**src/common/fault_mon_pkg.sv**
```systemverilog
// package: constants and carrier types of the fault and safe-state monitor
package fault_mon_pkg;

	// ----------------------------------------------------------------
	// timing
	// ----------------------------------------------------------------
	localparam int CLK_HZ            = 50_000_000;
	localparam int FAULT_REPORT_US   = 5000;
	localparam int FRAME_MAX_US      = 1000;
	localparam int FAULT_REPORT_CYC  = FAULT_REPORT_US * (CLK_HZ / 1_000_000);
	localparam int FRAME_MAX_CYC     = FRAME_MAX_US * (CLK_HZ / 1_000_000);
	// periodic resets may not toggle the line near a valid pwm rate:
	// hold the line released this long after every reset
	localparam int RESET_HOLD_US     = 20_000;
	localparam int RESET_HOLD_CYC    = RESET_HOLD_US * (CLK_HZ / 1_000_000);

	// ----------------------------------------------------------------
	// widths and duty limits (percent)
	// ----------------------------------------------------------------
	localparam int ANGLE_W           = 12;
	localparam logic [6:0] DIAG_LOW_MAX  = 7'h19;
	localparam logic [6:0] DIAG_HIGH_MIN = 7'h4B;
	localparam logic [6:0] DIAG_HIGH_MAX = 7'h64;
	localparam logic [6:0] DIAG_LOW_RST  = 7'h0A;
	localparam logic [6:0] DIAG_HIGH_RST = 7'h5A;

	typedef enum logic [1:0] {REACT_INDICATE, REACT_WRONG, REACT_SILENT} react_t;

	// ----------------------------------------------------------------
	// carriers
	// ----------------------------------------------------------------
	typedef struct packed {
		logic                 fault;
		logic                 builtin_self_test_or_reset;
		logic                 valid;
		logic [ANGLE_W-1:0]   angle;
		logic [6:0]           diag_duty;
		logic                 use_diag;
		logic                 force_bad_crc;
	} frame_stat_t;
endpackage

```
**src/hw/pulse_catch.sv**
```systemverilog
// module: sticky event catcher, holds a fault until level gone and reported once
module pulse_catch
	import fault_mon_pkg::*;
(
	input  wire logic clk,
	input  wire logic rst_b,
	input  wire logic level,
	input  wire logic consume,
	output logic      held
);
	typedef struct packed {
		logic held;
	} pc_state_t;

	pc_state_t s_r;
	pc_state_t s_nxt;

	always_comb
	begin
		s_nxt = s_r;
		// set wins over the consume in the same cycle
		if (consume)
			s_nxt.held = 1'b0;
		if (level)
			s_nxt.held = 1'b1;
	end

	always_ff @(posedge clk or negedge rst_b)
	begin
		if (!rst_b)
			s_r <= '0;
		else
			s_r <= s_nxt;
	end

	assign held = s_r.held;

	a_level_held: assert property (@(posedge clk) disable iff (!rst_b)
		level |=> held) else $error("fault level not held");
endmodule

```
**src/hw/fault_mon.sv**
```systemverilog
// module: supervision of supply faults, resets and safe-state output reaction
module fault_mon
	import fault_mon_pkg::*;
#(
	// quiet time after reset; only a bench shortens it
	parameter int HOLD_CYC = RESET_HOLD_CYC
)
(
	input  wire logic               CLOCK,
	input  wire logic               RST_B,
	input  wire logic               UV_CMP,
	input  wire logic               OV_CMP,
	input  wire logic               INT_FAULT,
	input  wire logic               BUILTIN_SELF_TEST_ERR,
	input  wire logic               PWM_MODE,
	input  wire react_t             REACT_SEL,
	input  wire logic [6:0]         DIAG_LOW_CFG,
	input  wire logic [6:0]         DIAG_HIGH_CFG,
	input  wire logic [ANGLE_W-1:0] ANGLE_IN,
	input  wire logic               FRAME_START,
	input  wire logic               FRAME_ABORT,
	input  wire logic               LINK_DRIVE,
	input  wire logic               LINK_LEVEL,
	output logic                    PIN_OUT,
	output logic                    PIN_OE_B,
	output logic                    TX_ENABLE,
	output frame_stat_t             FRAME_STAT
);
	// ----------------------------------------------------------------
	// reset release and input synchronisers
	// ----------------------------------------------------------------
	logic [1:0] rst_sync_r;
	logic       rst_b_int;

	always_ff @(posedge CLOCK or negedge RST_B)
	begin
		if (!RST_B)
			rst_sync_r <= 2'h0;
		else
			rst_sync_r <= {rst_sync_r[0], 1'b1};
	end
	assign rst_b_int = rst_sync_r[1];

	// comparator levels come from the analog domain
	logic [2:0] uv_sy_r;
	logic [2:0] ov_sy_r;
	logic       uv_f_r;
	logic       ov_f_r;

	always_ff @(posedge CLOCK or negedge rst_b_int)
	begin
		if (!rst_b_int)
		begin
			uv_sy_r <= 3'h0;
			ov_sy_r <= 3'h0;
			uv_f_r  <= 1'b0;
			ov_f_r  <= 1'b0;
		end
		else
		begin
			uv_sy_r <= {uv_sy_r[1:0], UV_CMP};
			ov_sy_r <= {ov_sy_r[1:0], OV_CMP};
			if (uv_sy_r[1] == uv_sy_r[2])
				uv_f_r <= uv_sy_r[2];
			if (ov_sy_r[1] == ov_sy_r[2])
				ov_f_r <= ov_sy_r[2];
		end
	end

	// ----------------------------------------------------------------
	// state
	// ----------------------------------------------------------------
	typedef enum {ST_HOLD, ST_RUN, ST_OVER} mode_t;

	function automatic logic [6:0] clip_duty(input logic [6:0] v, input logic [6:0] lo,
		input logic [6:0] hi);
		clip_duty = (v < lo) ? lo : ((v > hi) ? hi : v);
	endfunction

	typedef struct packed {
		mode_t               mode;
		logic [31:0]         hold_cnt;
		logic                rst_seen;
		logic [31:0]         frame_cnt;
		logic                in_frame;
		frame_stat_t         stat;
	} fm_state_t;

	fm_state_t s_r;
	fm_state_t s_nxt;
	logic      fault_held;
	logic      builtin_self_test_held;
	logic      frame_edge;

	// internal reset: filtered undervoltage only; the pin reset acts through rst_b_int
	logic       int_rst;
	logic [1:0] catch_lvl;
	logic [1:0] catch_held;
	assign int_rst    = uv_f_r;
	// a start that meets an internal reset is dropped, not half taken
	assign frame_edge = FRAME_START && s_r.mode == ST_RUN && !s_r.in_frame && !int_rst;
	// self test errors are caught apart so they keep the high duty band
	assign catch_lvl  = {BUILTIN_SELF_TEST_ERR, INT_FAULT | ov_f_r};
	assign fault_held = catch_held[0];
	assign builtin_self_test_held  = catch_held[1];

	generate
		for (genvar g = 0; g < 2; g++)
		begin : g_catch
			pulse_catch u_catch (
				.clk     (CLOCK),
				.rst_b   (rst_b_int),
				.level   (catch_lvl[g]),
				.consume (frame_edge),
				.held    (catch_held[g])
			);
		end
	endgenerate

	always_comb
	begin
		s_nxt = s_r;
		unique case (s_r.mode)
			ST_HOLD:
			begin
				// long quiet time after any reset kills pwm-like toggling
				if (s_r.hold_cnt >= 32'(HOLD_CYC - 1))
					s_nxt.mode = ST_RUN;
				else
					s_nxt.hold_cnt = s_r.hold_cnt + 32'h1;
			end
			ST_RUN:
			begin
				if (ov_f_r)
					s_nxt.mode = ST_OVER;
			end
			ST_OVER:
			begin
				if (!ov_f_r)
					s_nxt.mode = ST_RUN;
			end
		endcase
		if (s_r.in_frame)
		begin
			s_nxt.frame_cnt = s_r.frame_cnt + 32'h1;
			// an interrupted or overlong exchange is dropped
			if (FRAME_ABORT || ov_f_r
				|| s_r.frame_cnt >= 32'(FRAME_MAX_CYC - 1))
				s_nxt.in_frame = 1'b0;
			else if (FRAME_START && s_r.frame_cnt != 32'h0)
				s_nxt.in_frame = 1'b0;
		end
		if (frame_edge)
		begin
			s_nxt.in_frame       = 1'b1;
			s_nxt.frame_cnt      = 32'h0;
			// snapshot once per frame so a frame stays self-consistent
			s_nxt.stat.fault     = fault_held;
			s_nxt.stat.builtin_self_test_or_reset = s_r.rst_seen | builtin_self_test_held;
			s_nxt.rst_seen       = 1'b0;
			s_nxt.stat.valid     = !fault_held && !builtin_self_test_held && !ov_f_r && !uv_f_r;
			s_nxt.stat.angle     = ANGLE_IN;
			s_nxt.stat.use_diag  = PWM_MODE && (fault_held || s_r.rst_seen || builtin_self_test_held);
			s_nxt.stat.force_bad_crc = fault_held && REACT_SEL == REACT_WRONG;
			if (fault_held)
				s_nxt.stat.diag_duty = clip_duty(DIAG_LOW_CFG, 7'h0, DIAG_LOW_MAX);
			else
				s_nxt.stat.diag_duty = clip_duty(DIAG_HIGH_CFG, DIAG_HIGH_MIN,
					DIAG_HIGH_MAX);
		end
	end

	always_ff @(posedge CLOCK or negedge rst_b_int)
	begin
		if (!rst_b_int)
		begin
			s_r          <= '0;
			s_r.mode     <= ST_HOLD;
			s_r.rst_seen <= 1'b1;
		end
		else if (int_rst)
		begin
			s_r          <= '0;
			s_r.mode     <= ST_HOLD;
			s_r.rst_seen <= 1'b1;
		end
		else
			s_r <= s_nxt;
	end

	// ----------------------------------------------------------------
	// outputs
	// ----------------------------------------------------------------
	logic silent;
	assign silent = s_r.stat.fault && REACT_SEL == REACT_SILENT;

	// pin released in reset, hold, overvoltage or silent reaction
	assign TX_ENABLE  = s_r.mode == ST_RUN && !int_rst && !silent;
	assign PIN_OE_B   = !(TX_ENABLE && LINK_DRIVE && rst_b_int);
	assign PIN_OUT    = LINK_LEVEL;
	assign FRAME_STAT = s_r.stat;

	// report delay stays under one frame plus the wait for the next start
	a_tristate_rst: assert property (@(posedge CLOCK) disable iff (!rst_b_int)
		int_rst |-> PIN_OE_B) else $error("pin driven during reset");
	a_over_quiet: assert property (@(posedge CLOCK) disable iff (!rst_b_int)
		s_r.mode == ST_OVER |-> !TX_ENABLE) else $error("sending in overvoltage");
	a_frame_bound: assert property (@(posedge CLOCK) disable iff (!rst_b_int)
		s_r.in_frame |-> s_r.frame_cnt < 32'(FRAME_MAX_CYC)) else $error("frame overlong");
	a_diag_low: assert property (@(posedge CLOCK) disable iff (!rst_b_int)
		s_r.stat.fault |-> s_r.stat.diag_duty <= DIAG_LOW_MAX) else $error("low duty");
	a_valid_ok: assert property (@(posedge CLOCK) disable iff (!rst_b_int)
		frame_edge && (fault_held || builtin_self_test_held || ov_f_r) |=> !s_r.stat.valid)
		else $error("valid in fault");
	a_fault_rep: assert property (@(posedge CLOCK) disable iff (!rst_b_int)
		frame_edge && fault_held |=> s_r.stat.fault) else $error("fault not sent");
	a_reset_rep: assert property (@(posedge CLOCK) disable iff (!rst_b_int)
		frame_edge && s_r.rst_seen |=> s_r.stat.builtin_self_test_or_reset) else $error("reset lost");
	a_clear_ok: assert property (@(posedge CLOCK) disable iff (!rst_b_int)
		frame_edge && !fault_held |=> !s_r.stat.fault) else $error("stale fault");
	a_abort_ok: assert property (@(posedge CLOCK) disable iff (!rst_b_int)
		s_r.in_frame && FRAME_ABORT |=> !s_r.in_frame) else $error("abort hung");
endmodule

```
**config.mk**
```make
export PLATFORM = sky130hd
export DESIGN_NAME = fault_mon
export DESIGN_NICKNAME = d
export VERILOG_FILES = /design/src/common/fault_mon_pkg.sv /design/src/hw/pulse_catch.sv /design/src/hw/fault_mon.sv
export SDC_FILE = /design/constraint.sdc
export NUM_CORES = 1
export LEC_CHECK = 0
export ABC_AREA = 1
export BUFFER_PORTS_ARGS = -buffer_cell sky130_fd_sc_hd__buf_2
export CELL_PAD_IN_SITES_DETAIL_PLACEMENT = 2
export CELL_PAD_IN_SITES_GLOBAL_PLACEMENT = 2
export CORE_ASPECT_RATIO = 1.4
export CORE_MARGIN = 1.5
export CORE_UTILIZATION = 37
export CTS_CLUSTER_DIAMETER = 40
export DETAILED_ROUTE_END_ITERATION = 8
export PLACE_DENSITY_LB_ADDON = 0.1
export SYNTH_ARGS = -nofsm -noshare
export SYNTH_HDL_FRONTEND = slang
export SYNTH_SLANG_ARGS = --single-unit
```
**constraint.sdc**
```tcl
create_clock -name CLOCK -period 9.58 [get_ports CLOCK]
set_input_delay 0 -clock CLOCK [delete_from_list [all_inputs] [get_ports CLOCK]]
set_output_delay 0 -clock CLOCK [all_outputs]
set_load 0.01 [all_outputs]
```
# After elaboration in Yosys (flattened, before gate mapping)

Index checks and enable logic that the tools add are counted.

Bits in registers: 134
Logic and storage cells: 93
Output and inout bits: 27
Bits of input ports: 39

$add $sub $neg: 2
Order comparisons: 6
Reduce and logical (&&, ||, !) cells: 34
Mux-type cells: 19
Equality and inequality tests: 11
Bitwise operators: 2

Operators by type and width:

| cell                    | number |
|---|---|
| $mux W32                | 5 |
| $mux W122               | 1 |
| $pmux W32 S3            | 1 |
| $add A32 B1 Y32 const B | 2 |
| $eq A32 B2 Y1 const B   | 2 |
| $mux W58                | 1 |
| $mux W7                 | 5 |
| $mux W33                | 1 |
| $eq A32 B1 Y1 const B   | 1 |
| $ge A32 B16 Y1 const B  | 1 |
| $ge A32 B20 Y1 const B  | 1 |
| $logic_not A32 Y1       | 1 |
| $reduce_bool A32 Y1     | 1 |
| $logic_and A1 B1 Y1     | 14 |
| $ne A3 B3 Y1 const B    | 3 |
| $reduce_bool A2 Y1      | 4 |
| $gt A7 B5 Y1 const B    | 1 |
| $gt A7 B7 Y1 const B    | 1 |
| $logic_not A1 Y1        | 7 |
| $lt A7 B1 Y1 const B    | 1 |
| $lt A7 B7 Y1 const B    | 1 |
| $mux W1                 | 5 |
| $logic_or A1 B1 Y1      | 4 |
| $reduce_and A3 Y1       | 1 |
| other kinds (7)         | 9 |

# Logic depth before layout (Yosys ltp)

Depth after elaboration: 7
Gate-level depth with buffers: 12
Gate-level depth less buffers: 11

# Hierarchy

Synthesis repeated with hierarchy kept, for this count alone.

Cells, all modules: 786
Area total of the unflattened synthesis: 5863.1 µm²

By module, submodules not included:

| module      | sequential area each (µm²) | cells an instance | times used | area each (µm²) |
|---|---|---|---|---|
| fault_mon   | 2553.7                     | 776               | 1          | 5783.0 |
| pulse_catch | 25.0                       | 5                 | 2          | 40.0 |

# Worst setup path before layout

Ideal clock, no wire load.

Kind: register to output
From: reg rst_sync_r[1]
To: out PIN_OE_B
Setup slack: 6.648 ns
Data required time: 9.580 ns
Arrival: 2.932 ns
Stages on the path, launching flop included: 2
Path buffers: 0
Cells stage by stage: dfrtp_1 nand3_1

Word-level cells in the longest chain between the ends: 2

RTL lines:

| item                   | RTL line         | source |
|---|---|---|
| start, declared        | fault_mon.sv:32  | `logic [1:0] rst_sync_r;` |
| start signal, assigned | fault_mon.sv:40  | `rst_sync_r <= {rst_sync_r[0], 1'b1};` |
| $logic_and A1 B1 Y1    | fault_mon.sv:199 | `assign PIN_OE_B = !(TX_ENABLE && LINK_DRIVE && rst_b_int);` |
| $logic_not A1 Y1       | fault_mon.sv:199 |  |
| end, declared          | fault_mon.sv:25  | `output logic PIN_OE_B,` |

Every way passes these cells.

# Worst setup path in the final report

From: reg s_r[91] (netlist bit)
To: reg s_r[32] (netlist bit)

Word-level cells in the longest chain between the ends: 6
Elaborated cells on any way between the ends: 7
Those cells by class: eq/ne (1); mux (2); reduce/logical (4)

RTL lines:

| item                                  | RTL line         | source |
|---|---|---|
| start, declared                       | fault_mon.sv:89  | `fm_state_t s_r;` |
| start signal, assigned                | fault_mon.sv:188 | `s_r <= s_nxt;` |
| $eq A32 B2 Y1 (*)                     | fault_mon.sv:101 | `assign frame_edge = FRAME_START && s_r.mode == ST_RUN && !s_r.in_frame && !int_rst;` |
| $logic_and A1 B1 Y1 (*) (3 in series) | fault_mon.sv:101 |  |
| $mux W58                              | fault_mon.sv:153 | `if (frame_edge)` |
| $mux W122                             | fault_mon.sv:181 | `else if (int_rst)` |

Every way passes the cells marked *; elsewhere a longest branch is shown, timed or not. The select of a mux whose other input is x is not followed.
A chain may end at the register's enable or synchronous reset.

==> reports/metrics.cfg <==
[route]
dr_total_vias = 5521
drt-total-wl_um = 21200
drtIter0Drc = 214
dr.pass1.iters = 6
wl_per_cell_um = 20.4
antenna_left = 0
drc = 0
via_per_inst = 5.31

[clocking]
clk_pin_slew_worst_paths_ns = 0.09
cts-root-buf = clkbuf_16
cts_tree = done
cts_made_buffers = 9
cts_sinks = 104
cts_buffer_depth = 2
htree_levels = 3
clk_latency_ns = 0.38
cts_repair_resize_count = 0

[power]
power_frac_clock_pct = 45.3
max-vdd-ir-drop_mv = 0.0867
swShare_pct = 27.6
power_leakage_uw = 0.00313
combPwrFrac_pct = 6.2
intPower_uw = 675
p_per_area_nw_per_um2 = 138
switching_power_uw = 257
pwr-share-seq_pct = 48.5

[yosys]
synthCells = 777
synth.ff_latch_count = 104
netlist_area_um2 = 5850
ys_seq_area_share_pct = 44.5
synth_nets = 819
synthDistinctLibCells = 39
syn_avg_cell_area_um2 = 7.53
ys_warn_count = 0

[sta]
slew-limit-headroom_pct = 28.8
tightest_slew_ns = 1.07
rsz0062_at_grt = false
skew_ns = 0.0163
finalHoldViolations = 0
whs_ns = 0.0000219
worst_slack_ns = 6.71
slew_violations = 0
min_period_over_period_pct = 30.0
fin_tns_setup_ns = 0
max_freq_mhz = 348
setup_viol = 0
fin_crit_ns = 2.87

[finish]
drive_gt1_share_pct = 13.2
fin_cells = 1040
area_delta_synth_final_pct = 15.2
stdcell_area_um2 = 6740
layout.nets = 880

[floorplan]
die_width_um = 109
pin_count = 66
fp.dieH_um = 152
die-area_um2 = 16600
row_count = 54
core_um2 = 15500
initial_core_util_pct = 37.6

[setup_path]
timing.rr.end = s_r[32]
crit_start = s_r[91]
reg2reg_depth = 8
cp_max_fo = 25
critPathCapture = s_r[32]
cp-start-kind = flop
crit_type = reg2reg
cp.arrival_ns = 3.15
r2r_start = s_r[91]
r2r_setup_slack_ns = 6.71
cp-end-kind = flop
cp_data_required_time_ns = 9.86

[place]
placed_cells = 993
gp_congestion = 0.806
pre_cts_slack_ns = 6.79
post_dp_cell_area_um2 = 6110
io_buffers = 63
hpwlAfterDp_um = 14100

[global_route]
antenna_found_initial = 1
grt_first_pass_wirelength_um = 34000
grt_use_total_pct = 27.4
grt_max_degree = 70
grt_pass1_vias = 6266
grt_overflow = 0

[hold_path]
hold_start = LINK_LEVEL
hp-class = in2out

[run]
drv_cap = 0

[run_status]
status = finished clean

-- placed cells by master (no fill, tap or decap), types with 18 or more instances in the layout --
| cell | synthesis | final |
|---|---|---|
| nand3_1 | 67 | 67 |
| nand2_1 | 218 | 218 |
| dlygate4sd3_1 | 0 | 30 |
| nor2_1 | 106 | 106 |
| o21ai_0 | 34 | 34 |
| buf_2 | 4 | 63 |
| inv_1 | 68 | 68 |
| nand4_1 | 18 | 18 |
| dfrtp_1 | 103 | 102 |
| a21oi_1 | 19 | 19 |
-- cell usage after synthesis (all sizes together) --
cell	instances	area [um^2]
nand2	222	853
conb	1	3.75
nand3b	2	15.0
dfrtp	103	2580
xor2	12	105
nand4	18	113
o22ai	5	31.3
a22o	12	105
a21oi	19	95.1
nor3b	1	7.51
buf	37	290
xnor2	1	8.76
dfstp	1	26.3
nor3	19	111
a22oi	1	7.51
o31ai	3	22.5
nor2	118	512
o211ai	2	15.0
inv	74	278
maj3	2	20.0
o21bai	2	15.0
clkbuf	9	33.8
nor4	1	6.26
o21ai	40	204
ha	3	37.5
nand3	69	355
-- layer usage --
| metal | vias up | share of wire, % | global-route usage, % |
|---|---|---|---|
| met5 | - | 0 | 0 |
| met4 | 0 | 4.1 | 14.0 |
| met3 | 40 | 1.5 | 2.69 |
| met2 | 75 | 56 | 52.2 |
| met1 | 2804 | 39 | 29.6 |
| li1 | 2602 | - | - |
-- critical path, cell delays in order (launching register included) --
cell and delay (ns):
dfrtp_1 0.48, nor2_2 0.11, inv_2 0.11, nor2_4 0.05
nor2_4 0.46, nand2_1 0.66, inv_1 0.59, nand2_1 0.12
a22oi_1 0.18
-- through the flow --
| step | utilization, % | power [uW] |
|---|---|---|
| detailed placement | 39.3 | 509 |
| finish | 43.3 | 932 |
| global route | 43.3 | 962 |
| global placement | 39.3 | 506 |
| CTS | 43.3 | 929 |
| floorplan | - | 489 |
-- worst min path at each step --
stage	to	slack, ns	cells past startpoint
CTS	PIN_OUT	0.00007	0
detailed placement	rst_sync_r[0]	-0.21	1
global placement	rst_sync_r[0]	-0.21	1
finish	PIN_OUT	0.00002	0
floorplan	rst_sync_r[0]	-0.30	0
global route	PIN_OUT	0.00009	0
-- registers in the layout, summed over array words and instances (netlist names) --
register              cells
int_rst                   1
s_r                      68
rst_sync_r                2
g_catch.u_catch.held      2
ov_sy_r                   3
ov_f_r                    1
uv_sy_r                   3
FRAME_STAT               24
-- cell families after synthesis --
kind of cell / Yosys count / synth area share (%)
flops: 104 / 44.5
other cells: 1 / 0.0641
compound gates: 84 / 8.47
xor+xnor: 13 / 1.95
fa+ha+maj: 5 / 0.984
simple gates: 450 / 33.7
buf+inv: 120 / 10.3
-- repair_timing --
action	4_1_cts	5_1_grt
hold buffers	30	0
endpoints found under the hold margin	26	0
setup buffers	0	0
-- power by group through the flow --
stage	logic [uW]	registers [uW]	clock network (uW)
after floorplan	28.1	461	0
after global placement	45.3	461	0
after detailed placement	48.3	461	0
after CTS	57.5	452	419
after global routing	64.4	454	444
final	57.5	452	422
-- area by class of cell --
class	instances	area, um^2
flip-flops and latches	104	2610
clock buffers	9	225
fillers	1847	8800
well taps	196	245
inverters	74	278
repair buffers	96	638
clock inverters	7	96.3
multi-input cells	553	2640
diodes	1	2.50
Power figures use the tool's default switching activity.
